## config.mk

```make
export PLATFORM = sky130hd
export DESIGN_NAME = uart_frame_error_and_address_match
export DESIGN_NICKNAME = d
export VERILOG_FILES = /design/src/rtl/uart_rx_pkg.sv /design/src/rtl/uart_frame_error_and_address_match.sv
export VERILOG_INCLUDE_DIRS = /design/src /design/src/rtl
export SDC_FILE = /design/constraint.sdc
export NUM_CORES = 1
export LEC_CHECK = 0
export BUFFER_PORTS_ARGS = -buffer_cell sky130_fd_sc_hd__buf_2
export CAP_MARGIN = 10
export CORE_MARGIN = 10
export CORE_UTILIZATION = 30
export DETAILED_ROUTE_END_ITERATION = 10
export SETUP_SLACK_MARGIN = 0.02
export SLEW_MARGIN = 20
export SYNTH_ARGS = -nofsm -noshare
export SYNTH_HDL_FRONTEND = slang
export SYNTH_SLANG_ARGS = --single-unit
```

## constraint.sdc

```tcl
create_clock -name clk -period 2.2 [get_ports clk]
set_input_delay 0.22 -clock clk [delete_from_list [all_inputs] [get_ports clk]]
set_output_delay 0.22 -clock clk [all_outputs]
set_load 0.005 [all_outputs]
```

## src/rtl/uart_rx_regs.svh

```systemverilog
// Purpose: Register indices, field positions and reset values
// Assumes: Byte address is four times the register index
// Notes: Definitions only
`ifndef UART_RX_REGS_SVH
`define UART_RX_REGS_SVH
`define UFE_IDX_CTRL_REG 10'h098
`define UFE_IDX_BUF_REG 10'h099
`define UFE_IDX_PWR_REG 10'h087
`define UFE_IDX_ADDR_REG 10'h0A9
`define UFE_IDX_SMASK_REG 10'h0B9
`define UFE_BIT_SHARED 7
`define UFE_BIT_MODE1 6
`define UFE_BIT_FILTER 5
`define UFE_BIT_RXEN 4
`define UFE_BIT_TXNINTH 3
`define UFE_BIT_RXNINTH 2
`define UFE_BIT_TXDONE 1
`define UFE_BIT_RXDONE 0
`define UFE_BIT_VIEW 6
`define UFE_RST_ADDR 8'h00
`define UFE_SAMPLE_DIV 54
`define UFE_PHASE_S0 4'h7
`define UFE_PHASE_S1 4'h8
`define UFE_PHASE_VOTE 4'h9
`define UFE_DATA_BITS 4'h8
`endif

```

## src/rtl/uart_rx_pkg.sv

```systemverilog
// Purpose: Types shared by the receive extension
// Assumes: Nothing
// Notes: States carry no fixed codes
package uart_rx_pkg;
	typedef enum logic [2:0] {RX_IDLE, RX_START, RX_DATA, RX_NINTH, RX_STOP} rxState_t;
endpackage

```

## src/rtl/uart_frame_error_and_address_match.sv

```systemverilog
// Purpose: Serial receiver with frame error flag and hardware address match
// Assumes: APB slave, one clock, rxd pin asynchronous
// Notes: Transmit path is not part of this block
//
// Added by the designer: the APB slave port.
`include "uart_rx_regs.svh"
module uart_frame_error_and_address_match #(
	parameter int SAMPLE_DIV = `UFE_SAMPLE_DIV,
	parameter int AW = 12
) (
	// Clock and reset
	input wire logic clk,
	input wire logic nrst,
	// APB
	input wire logic psel,
	input wire logic penable,
	input wire logic pwrite,
	input wire logic [AW-1:0] paddr,
	input wire logic [31:0] pwdata,
	output logic pready,
	output logic [31:0] prdata,
	output logic pslverr,
	// Serial line
	input wire logic rxd
);
	localparam int DW = $clog2(SAMPLE_DIV + 1);

	logic rxMeta_r, rxSync_r, rxPrev_r;
	logic [DW-1:0] divCnt_r, divCnt_nxt;
	logic [3:0] phase_r, phase_nxt, bitIdx_r, bitIdx_nxt;
	uart_rx_pkg::rxState_t state_r, state_nxt;
	logic [7:0] shift_r, shift_nxt;
	logic ninth_r, ninth_nxt;
	logic [1:0] smp_r, smp_nxt;
	logic [7:0] slvAddr_r, slvAddr_nxt, slvMask_r, slvMask_nxt, rxBuf_r, rxBuf_nxt;
	logic mode0_r, mode0_nxt, mode1_r, mode1_nxt, filtEn_r, filtEn_nxt, rxEn_r, rxEn_nxt;
	logic txNinth_r, txNinth_nxt, rxNinth_r, rxNinth_nxt, txDone_r, txDone_nxt;
	logic rxDone_r, rxDone_nxt, errFlag_r, errFlag_nxt, viewSel_r, viewSel_nxt;
	logic pready_r, pready_nxt, pslverr_r, pslverr_nxt;
	logic [31:0] prdata_r, prdata_nxt;
	logic tick, vote, stopDone, match, qual, load, hit, wrEn, wrSc, errClr;
	logic [1:0] mode;
	logic [9:0] idx;
	logic [7:0] bcast, scRead;

	assign pready = pready_r;
	assign prdata = prdata_r;
	assign pslverr = pslverr_r;

	always_comb begin
		mode = {mode1_r, mode0_r};
		idx = paddr[11:2];
		tick = (divCnt_r == '0);
		// Majority of the two held samples and the pin now
		vote = (smp_r[0] & smp_r[1]) | (smp_r[0] & rxSync_r) | (smp_r[1] & rxSync_r);
		stopDone = (state_r == uart_rx_pkg::RX_STOP) && tick && (phase_r == `UFE_PHASE_VOTE);
		bcast = slvAddr_r | slvMask_r;
		// Broadcast needs every one bit of address OR mask
		match = (((shift_r ^ slvAddr_r) & slvMask_r) == 8'h00) || ((shift_r & bcast) == bcast);
		// Address frames are told apart by a high ninth bit; mode 1 uses the stop bit
		qual = mode[1] ? ninth_r : vote;
		load = !rxDone_r && (!filtEn_r || (qual && match));
		// Upper bits tested by shift so that an AW of 12 leaves no empty slice
		hit = ((paddr >> 12) == '0) && (paddr[1:0] == 2'h0) &&
			(idx == `UFE_IDX_CTRL_REG || idx == `UFE_IDX_BUF_REG || idx == `UFE_IDX_PWR_REG ||
			idx == `UFE_IDX_ADDR_REG || idx == `UFE_IDX_SMASK_REG);
		wrEn = psel && penable && pready_r && pwrite && hit;
		wrSc = wrEn && (idx == `UFE_IDX_CTRL_REG);
		errClr = wrSc && viewSel_r && !pwdata[`UFE_BIT_SHARED];
		scRead = {viewSel_r ? errFlag_r : mode0_r, mode1_r, filtEn_r, rxEn_r,
			txNinth_r, rxNinth_r, txDone_r, rxDone_r};

		divCnt_nxt = (divCnt_r == DW'(SAMPLE_DIV - 1)) ? '0 : divCnt_r + 1'b1;
		phase_nxt = phase_r;
		bitIdx_nxt = bitIdx_r;
		state_nxt = state_r;
		shift_nxt = shift_r;
		ninth_nxt = ninth_r;
		smp_nxt = smp_r;
		slvAddr_nxt = slvAddr_r;
		slvMask_nxt = slvMask_r;
		rxBuf_nxt = rxBuf_r;
		mode0_nxt = mode0_r;
		mode1_nxt = mode1_r;
		filtEn_nxt = filtEn_r;
		rxEn_nxt = rxEn_r;
		txNinth_nxt = txNinth_r;
		rxNinth_nxt = rxNinth_r;
		txDone_nxt = txDone_r;
		rxDone_nxt = rxDone_r;
		errFlag_nxt = errFlag_r;
		viewSel_nxt = viewSel_r;

		// Software writes first so that hardware sets below win the same cycle
		if (wrSc) begin
			if (viewSel_r) begin
				if (!pwdata[`UFE_BIT_SHARED])
					errFlag_nxt = 1'b0;
			end else begin
				mode0_nxt = pwdata[`UFE_BIT_SHARED];
			end
			mode1_nxt = pwdata[`UFE_BIT_MODE1];
			filtEn_nxt = pwdata[`UFE_BIT_FILTER];
			rxEn_nxt = pwdata[`UFE_BIT_RXEN];
			txNinth_nxt = pwdata[`UFE_BIT_TXNINTH];
			rxNinth_nxt = pwdata[`UFE_BIT_RXNINTH];
			txDone_nxt = pwdata[`UFE_BIT_TXDONE];
			rxDone_nxt = pwdata[`UFE_BIT_RXDONE];
		end
		if (wrEn && idx == `UFE_IDX_PWR_REG)
			viewSel_nxt = pwdata[`UFE_BIT_VIEW];
		if (wrEn && idx == `UFE_IDX_ADDR_REG)
			slvAddr_nxt = pwdata[7:0];
		if (wrEn && idx == `UFE_IDX_SMASK_REG)
			slvMask_nxt = pwdata[7:0];

		case (state_r)
			uart_rx_pkg::RX_IDLE: begin
				// Mode 0 is synchronous and never enters the framed receiver
				if (rxEn_r && mode != 2'h0 && rxPrev_r && !rxSync_r) begin
					state_nxt = uart_rx_pkg::RX_START;
					phase_nxt = 4'h0;
					bitIdx_nxt = 4'h0;
					divCnt_nxt = '0;
				end
			end
			default: begin
				if (tick) begin
					phase_nxt = phase_r + 4'h1;
					if (phase_r == `UFE_PHASE_S0)
						smp_nxt[0] = rxSync_r;
					if (phase_r == `UFE_PHASE_S1)
						smp_nxt[1] = rxSync_r;
					if (phase_r == `UFE_PHASE_VOTE) begin
						case (state_r)
							uart_rx_pkg::RX_START: begin
								if (vote)
									state_nxt = uart_rx_pkg::RX_IDLE;
							end
							uart_rx_pkg::RX_DATA: begin
								shift_nxt = {vote, shift_r[7:1]};
								bitIdx_nxt = bitIdx_r + 4'h1;
							end
							uart_rx_pkg::RX_NINTH: begin
								ninth_nxt = vote;
							end
							default: begin
								// Stop decided at mid bit, then back to edge hunting
								state_nxt = uart_rx_pkg::RX_IDLE;
								if (!vote)
									errFlag_nxt = 1'b1;
								if (load) begin
									rxBuf_nxt = shift_r;
									rxNinth_nxt = mode[1] ? ninth_r : vote;
									rxDone_nxt = 1'b1;
								end
							end
						endcase
					end
					if (phase_r == 4'hF) begin
						case (state_r)
							uart_rx_pkg::RX_START: state_nxt = uart_rx_pkg::RX_DATA;
							uart_rx_pkg::RX_DATA: begin
								if (bitIdx_r == `UFE_DATA_BITS)
									state_nxt = mode[1] ? uart_rx_pkg::RX_NINTH : uart_rx_pkg::RX_STOP;
							end
							uart_rx_pkg::RX_NINTH: state_nxt = uart_rx_pkg::RX_STOP;
							default: state_nxt = state_r;
						endcase
					end
				end
			end
		endcase

		// One wait state: read data is captured as pready rises
		pready_nxt = psel && penable && !pready_r;
		pslverr_nxt = pready_nxt && !hit;
		prdata_nxt = 32'h0000_0000;
		if (pready_nxt && hit && !pwrite) begin
			if (idx == `UFE_IDX_CTRL_REG)
				prdata_nxt = {24'h00_0000, scRead};
			else if (idx == `UFE_IDX_BUF_REG)
				prdata_nxt = {24'h00_0000, rxBuf_r};
			else if (idx == `UFE_IDX_PWR_REG)
				prdata_nxt = {25'h000_0000, viewSel_r, 6'h00};
			else if (idx == `UFE_IDX_ADDR_REG)
				prdata_nxt = {24'h00_0000, slvAddr_r};
			else
				prdata_nxt = {24'h00_0000, slvMask_r};
		end
	end

	always_ff @(posedge clk) begin
		rxMeta_r <= rxd;
		rxSync_r <= rxMeta_r;
		if (!nrst) begin
			rxPrev_r <= 1'b1;
			divCnt_r <= '0;
			phase_r <= 4'h0;
			bitIdx_r <= 4'h0;
			state_r <= uart_rx_pkg::RX_IDLE;
			shift_r <= 8'h00;
			ninth_r <= 1'b0;
			smp_r <= 2'h3;
			slvAddr_r <= `UFE_RST_ADDR;
			slvMask_r <= `UFE_RST_ADDR;
			rxBuf_r <= 8'h00;
			{mode0_r, mode1_r, filtEn_r, rxEn_r} <= 4'h0;
			{txNinth_r, rxNinth_r, txDone_r, rxDone_r} <= 4'h0;
			errFlag_r <= 1'b0;
			viewSel_r <= 1'b0;
			pready_r <= 1'b0;
			pslverr_r <= 1'b0;
			prdata_r <= 32'h0000_0000;
		end else begin
			rxPrev_r <= rxSync_r;
			divCnt_r <= divCnt_nxt;
			phase_r <= phase_nxt;
			bitIdx_r <= bitIdx_nxt;
			state_r <= state_nxt;
			shift_r <= shift_nxt;
			ninth_r <= ninth_nxt;
			smp_r <= smp_nxt;
			slvAddr_r <= slvAddr_nxt;
			slvMask_r <= slvMask_nxt;
			rxBuf_r <= rxBuf_nxt;
			{mode0_r, mode1_r, filtEn_r, rxEn_r} <= {mode0_nxt, mode1_nxt, filtEn_nxt, rxEn_nxt};
			{txNinth_r, rxNinth_r, txDone_r, rxDone_r} <= {txNinth_nxt, rxNinth_nxt, txDone_nxt, rxDone_nxt};
			errFlag_r <= errFlag_nxt;
			viewSel_r <= viewSel_nxt;
			pready_r <= pready_nxt;
			pslverr_r <= pslverr_nxt;
			prdata_r <= prdata_nxt;
		end
	end
endmodule

```

==> results of run 1 <==
-- per-layer routing --
layer | up-vias | part of all wire
met4 | 2 | 0.020
met5 | - | 0.00074
met1 | 1484 | 0.47
met2 | 90 | 0.43
met3 | 16 | 0.077
li1 | 1558 | -
-- power by group through the flow --
stage	clock network, mW	registers (mW)	logic, mW
after global placement	0	1.40	0.137
after CTS	1.41	1.37	0.147
after detailed placement	0	1.40	0.141
after global routing	1.47	1.37	0.175
after floorplan	0	1.40	0.112
final	1.38	1.37	0.158
-- worst reg2reg max path, cell delays in order, from the launching register on --
cell and delay [ps]:
dfxtp_2 330, inv_2 70, ha_4 120, or4b_4 500, nor3_4 140, nand3b_1 160, a221oi_2 290, buf_6 210
mux2i_2 220
-- final timing paths --
check / cells after the start / end / from
worst max-delay path: 8 / rxBuf_r[5] / divCnt_r[1]
worst min-delay path: 2 / pslverr / paddr[0]
worst max register to register: 8 / rxBuf_r[5] / divCnt_r[1]
worst min register to register: 0 / rxSync_r / rxMeta_r
-- cell type report --
| cell class | count | area share |
|---|---|---|
| Tap cell | 172 | 0.04621 |
| Timing Repair Buffer | 58 | 0.07603 |
| Sequential cell | 75 | 0.3227 |
| Multi-Input combinational cell | 322 | 0.4852 |
| Inverter | 12 | 0.009672 |
| Clock buffer | 10 | 0.05132 |
| Clock inverter | 6 | 0.008866 |
-- Yosys cell counts (3+ instances only) --
cell | number | area, um2
dfxtp_1 | 75 | 1501
mux2i_1 | 49 | 490.5
nor2b_1 | 35 | 219.0
nor2_1 | 34 | 127.6
nand2_1 | 32 | 120.1
buf_4 | 25 | 187.7
nor3_1 | 17 | 85.08
xor2_1 | 14 | 122.6
clkbuf_1 | 13 | 48.80
inv_1 | 11 | 41.29
ha_1 | 8 | 100.1
nand3_1 | 7 | 35.03
a21boi_0 | 6 | 45.04
o21ai_0 | 6 | 30.03
o22a_1 | 6 | 52.55
a211oi_1 | 5 | 37.54
a21oi_1 | 5 | 25.02
a22oi_1 | 5 | 37.54
nand4_1 | 5 | 31.28
o22ai_1 | 5 | 31.28
nand2b_1 | 4 | 25.02
nand3b_1 | 4 | 30.03
nor4_1 | 4 | 25.02
and3_1 | 3 | 18.77
o211ai_1 | 3 | 22.52
-- stage by stage --
step / utilization / power (mW) / instance area, um2 / setup slack, ps
after global routing: 0.3646 / 3.021 / 4657 / -13.90
final: 0.3646 / 2.908 / 4657 / 91.78
after global placement: 0.3378 / 1.539 / 4315 / 54.44
after floorplan: - / 1.515 / 4038 / 167.8
after detailed placement: 0.3378 / 1.543 / 4315 / 15.99
after CTS: 0.3614 / 2.926 / 4617 / 38.69
-- registers in the layout, indices dropped and copies added (netlist names), 2 cells and up --
signal / count
prdata: 8
state_r: 3
slvMask_r: 8
shift_r: 8
slvAddr_r: 8
divCnt_r: 6
phase_r: 4
rxBuf_r: 8
smp_r: 2
bitIdx_r: 4
-- cells by family (layout without fill, tap and decap cells) --
kind of cell    count (synthesis)  count (layout)  share of synthesized area
buf+inv                        51              86                    0.07410
other cells                     1              24                  0.0009491
xor+xnor                       16              16                    0.03547
simple gates                  167             167                     0.2483
flops                          75              75                     0.3800
fa+ha+maj                       9               9                    0.02787
mux                            51              51                     0.1308
compound gates                 55              55                     0.1026
-- cells in the final DEF, fill, tap and decap left out, types with 2 or more instances in the layout --
cell type / netlist / layout
o21bai_1: 2 / 2
a21boi_0: 6 / 6
mux2i_1: 49 / 48
a211oi_1: 5 / 5
o21ai_0: 6 / 6
nand2b_1: 4 / 4
o22a_1: 6 / 6
ha_1: 8 / 7
nor3_4: 2 / 2
inv_2: 0 / 2
nor4_1: 4 / 4
inv_1: 11 / 9
nand4_1: 5 / 5
o22ai_1: 5 / 5
clkinv_2: 0 / 2
o211ai_1: 3 / 3
nor3_1: 17 / 17
nor2b_1: 35 / 35
clkbuf_16: 0 / 9
xnor2_1: 2 / 2
nand3_1: 7 / 7
a22oi_1: 5 / 5
buf_4: 25 / 21
buf_2: 0 / 35
nor4bb_1: 2 / 2
nand4b_1: 2 / 2
dfxtp_1: 75 / 74
nor2_1: 34 / 34
and3_1: 3 / 3
or3_1: 2 / 2
a21oi_1: 5 / 5
clkinvlp_4: 0 / 3
o21a_1: 2 / 2
xor2_1: 14 / 14
nand2_1: 32 / 32
nand3b_1: 4 / 4
conb_1: 1 / 24
-- repair_timing --
item | in CTS | in global routing
pin swaps | 0 | 1
gates resized for setup | 1 | 6
endpoints found under the hold margin | 1 | 0
cloned | 0 | 0
setup buffers | 1 | 3
hold buffers | 1 | 0
endpoints found under the setup margin | 6 | 20
==> impl_metrics.env, run 1 <==
export IMPL_ir_drop_mv=0.3306
export IMPL_ios=84
export IMPL_io_buffers=35
export IMPL_antennaDiodeCount=0
export IMPL_grt_pass1_wl_um=15300
export IMPL_grt_pass1_vias=3051
export IMPL_synthToLayoutAreaGrowth_pct=17.86
export IMPL_crit_type="flip-flop to flip-flop"
export IMPL_track_usage=0.1034
export IMPL_clock_sinks=75
export IMPL_crit_chain="inv_2 -> ha_4 -> or4b_4 -> nor3_4 -> nand3b_1 -> a221oi_2 -> buf_6 -> mux2i_2"
export IMPL_fin_cells=655
export IMPL_switching_share=0.2343
export IMPL_dp_cells=634
export IMPL_post_route_cells_drive_above_1_share=0.1884
export IMPL_setup_violations=0
export IMPL_cts_tree="built"
export IMPL_synth_ff_type="dfxtp_1"
export IMPL_die_x_um=134.8
export IMPL_wl_per_cell_um=14.39
export IMPL_regArea_um2=1503
export IMPL_drtIter0Drc=201
export IMPL_postSynthCellCount=425
export IMPL_fin_crit_ps=2108
export IMPL_via_per_inst=4.809
export IMPL_p_clk_frac=0.473
export IMPL_grt_use_met1=0.1305
export IMPL_nNetsFinal=536
export IMPL_synth_edf_count=0
export IMPL_synth_cell_types=62
export IMPL_crit_path_max_incr_delay_ps=500
export IMPL_grt_max_degree=52
export IMPL_async_reset_ff_frac=0
export IMPL_cp_buffers_inverters=2
export IMPL_fillers=1297
export IMPL_routabilityCongestion=0.8274
export IMPL_final_setup_tns_ps=0
export IMPL_grt_met2_usage=0.1557
export IMPL_p_leak_nw=1.933
export IMPL_required_ps=2460
export IMPL_final_antenna_net_count=0
export IMPL_worstHoldPathType="input port to flip-flop"
export IMPL_status="finished clean"
export IMPL_finalWirelength_um=9426
export IMPL_critPathArrivalTime_ps=2370
export IMPL_p_sw_mw=0.6813
export IMPL_dieArea_um2=18160
export IMPL_timing_hold_violations_final=0
export IMPL_fmax_mhz=474.3
export IMPL_gr_total_overflow=0
export IMPL_p_int_mw=2.226
export IMPL_cts_path_max_buffers=2
export IMPL_path_max_fanout=8
export IMPL_drc=0
export IMPL_clk_pin_slew_worst_paths_ps=60
export IMPL_reg2reg_slack_ps=90
export IMPL_hold_ws_ps=150.3
export IMPL_seq_area_frac_synth=0.3800
export IMPL_dp_hpwl_um=7014
export IMPL_finalCritPeriodShare=0.9583
export IMPL_antenna_found_initial=1
export IMPL_multi_input_area_um2=2260
export IMPL_num_vias=3150
export IMPL_synth_warnings=0
export IMPL_cp_end_kind="flip-flop"
export IMPL_avgSynthCellArea_um2=9.297
export IMPL_die_height_um=134.8
export IMPL_comb_power_share=0.054
export IMPL_first_pass_iters=5
export IMPL_cp_slowest_cell="or4b_4"
export IMPL_cpLargestDelayFamily="simple AND/OR/NAND/NOR gates"
export IMPL_pwr_share_seq=0.472
export IMPL_synth_seq_cells=75
export IMPL_max_slew_margin_rel=0.5389
export IMPL_htree_levels=3
export IMPL_synthesis_area_um2=3951
export IMPL_start_kind="flip-flop"
export IMPL_cts_buffers=9
export IMPL_core_area_um2=12770
export IMPL_maxCapViolCount=0
export IMPL_skew_ps=12.39
export IMPL_cts_root_buf="clkbuf_16"
export IMPL_clk_latency_ps=340
export IMPL_power_density_nw_per_um2=624.3
export IMPL_rows=41
export IMPL_start_util=0.3093
export IMPL_top_usage_layer="met2"
export IMPL_gr_usage_met3=0.03598
export IMPL_slew_violations=0
export IMPL_tightest_slew_ps=687.0
Note: power is estimated with default switching activity, not from simulation.
==> inputs of run 2 (changes only) <==
- CORE_MARGIN: 10 -> 3
==> run 2 against run 1 <==
Sequential cell count did not move. Hold slack gained 9.7 ps. Power decreased by 1.8%. Die area fell by 20%.
==> impl_metrics.env, run 2 (synthesis gave the netlist of run 1 again) <==
export IMPL_cts_root_buf="clkbuf_16"
export IMPL_grt_pass1_vias=3038
export IMPL_clk_latency_ps=330
export IMPL_reg2reg_to="rxBuf_r[0]"
export IMPL_gr_total_overflow=0
export IMPL_grt_use_met1=0.1663
export IMPL_nNetsFinal=535
export IMPL_die_x_um=120.8
export IMPL_skew_ps=10.49
export IMPL_p_sw_mw=0.6616
export IMPL_status="finished clean"
export IMPL_hold_ws_ps=160.0
export IMPL_clock_sinks=75
export IMPL_final_setup_tns_ps=0
export IMPL_dieArea_um2=14580
export IMPL_switching_share=0.2318
export IMPL_tightest_slew_ps=661.3
export IMPL_gr_usage_met3=0.02806
export IMPL_cp_slowest_cell="or4b_4"
export IMPL_timing_hold_violations_final=0
export IMPL_finalWirelength_um=8864
export IMPL_num_vias=3116
export IMPL_rsz0062_at_grt="yes"
export IMPL_post_route_cells_drive_above_1_share=0.1867
export IMPL_regArea_um2=1503
export IMPL_fillers=1302
export IMPL_final_antenna_net_count=0
export IMPL_die_height_um=120.8
export IMPL_ir_drop_mv=0.3959
export IMPL_cts_path_max_buffers=2
export IMPL_total_power_mw=2.854
export IMPL_fin_crit_ps=2106
export IMPL_crit_chain="inv_2 -> ha_4 -> or4b_4 -> nor3_4 -> nand3b_1 -> a221oi_4 -> buf_6 -> mux2i_1"
export IMPL_cp_end_kind="flip-flop"
export IMPL_max_slew_margin_rel=0.5562
export IMPL_p_leak_nw=1.934
export IMPL_multi_input_area_um2=2273
export IMPL_pwr_share_seq=0.482
export IMPL_required_ps=2460
export IMPL_cts_buffers=9
export IMPL_design_area_um2=4651
export IMPL_clk_pin_slew_worst_paths_ps=60
export IMPL_routabilityCongestion=0.8312
export IMPL_top_usage_layer="met2"
export IMPL_p_clk_frac=0.464
export IMPL_antennaDiodeCount=0
export IMPL_core_area_um2=12770
export IMPL_rows=41
export IMPL_drtIter0Drc=138
export IMPL_slew_violations=0
export IMPL_placed_cell_area_um2=4308
export IMPL_grt_pass1_wl_um=14750
export IMPL_drc=0
export IMPL_setup_violations=0
export IMPL_hp_start="paddr[0]"
export IMPL_p_int_mw=2.192
export IMPL_maxCapViolCount=0
export IMPL_io_buffers=35
export IMPL_grt_max_degree=63
export IMPL_power_density_nw_per_um2=613.6
export IMPL_antenna_found_initial=0
export IMPL_wl_per_cell_um=13.55
export IMPL_htree_levels=3
export IMPL_r2r_cells=8
export IMPL_finalCritPeriodShare=0.9572
export IMPL_layout_commonest_cell="dfxtp_1"
export IMPL_critPathArrivalTime_ps=2370
export IMPL_worstHoldPathCells=2
export IMPL_fmax_mhz=474.9
export IMPL_cts_tree="built"
export IMPL_synthToLayoutAreaGrowth_pct=17.70
export IMPL_worstHoldPathType="input port to flip-flop"
export IMPL_start_util=0.3093
export IMPL_path_max_fanout=8
export IMPL_r2r_start="divCnt_r[1]"
export IMPL_final_cell_mix="dfxtp_1, mux2i_1, nor2b_1, buf_2, nor2_1"
export IMPL_first_pass_iters=4
export IMPL_dp_hpwl_um=6487
export IMPL_holdPathEnd="pslverr"
export IMPL_start_kind="flip-flop"
export IMPL_via_per_inst=4.765
export IMPL_ios=84
export IMPL_crit_path_max_incr_delay_ps=500
export IMPL_track_usage=0.1238
export IMPL_reg2reg_slack_ps=90
export IMPL_crit_type="flip-flop to flip-flop"
export IMPL_grt_met2_usage=0.1942
export IMPL_comb_power_share=0.054
[run 2: power groups by stage]
stage | combinational [mW] | sequential, mW | clock [mW]
global route | 0.173 | 1.37 | 1.41
finish | 0.155 | 1.37 | 1.32
detailed placement | 0.140 | 1.40 | 0
floorplan | 0.112 | 1.40 | 0
CTS | 0.150 | 1.37 | 1.36
global placement | 0.137 | 1.40 | 0
[run 2: area by class of cell]
| class | count | area share |
|---|---|---|
| well taps | 172 | 0.04627 |
| clock inverters | 7 | 0.009147 |
| repair buffers | 57 | 0.07452 |
| inverters | 12 | 0.009685 |
| flip-flops and latches | 75 | 0.3231 |
| clock buffers | 9 | 0.04843 |
| multi-input cells | 322 | 0.4888 |
[run 2: how the worst max path moves through the flow]
stage                startpoint          end  slack, ps  depth (start not counted)
floorplan                pready    rxNinth_r        170                          6
global placement    divCnt_r[1]   rxBuf_r[3]         60                          8
detailed placement  divCnt_r[1]   rxBuf_r[0]        -30                          8
CTS                 divCnt_r[1]  bitIdx_r[2]         20                          8
global route        divCnt_r[1]   rxBuf_r[5]        -20                          8
finish              divCnt_r[1]   rxBuf_r[0]         90                          8
[run 2: per-stage QoR]
stage	utilization	cells	setup WS (ps)
floorplan	-	448	167.8
global placement	0.3373	633	59.58
detailed placement	0.3373	633	-26.78
CTS	0.3611	653	23.49
global route	0.3641	654	-23.30
finish	0.3641	654	94.12
[run 2: timing repair]
action	CTS	global route
setup endpoints to repair	8	14
resized for setup	1	7
setup buffers	3	1
hold endpoints to repair	1	0
pin swaps	1	0
hold buffers	1	0
[run 2: metal layers]
metal | up-vias | share of wire
met1 | 1469 | 0.49
met2 | 83 | 0.44
met3 | 10 | 0.051
met5 | - | 0
met4 | 0 | 0.013
li1 | 1554 | -
[run 2: worst max-delay path: cells and delay by family, from the launching register on]
kind | cells | cell delay (ps)
AO/OA/AOI/OAI | 1 | 270
adder cells (fa/ha/maj) | 1 | 120
buffers and inverters | 2 | 270
flip-flops | 1 | 330
multiplexers | 1 | 190
AND/OR/NAND/NOR | 3 | 840
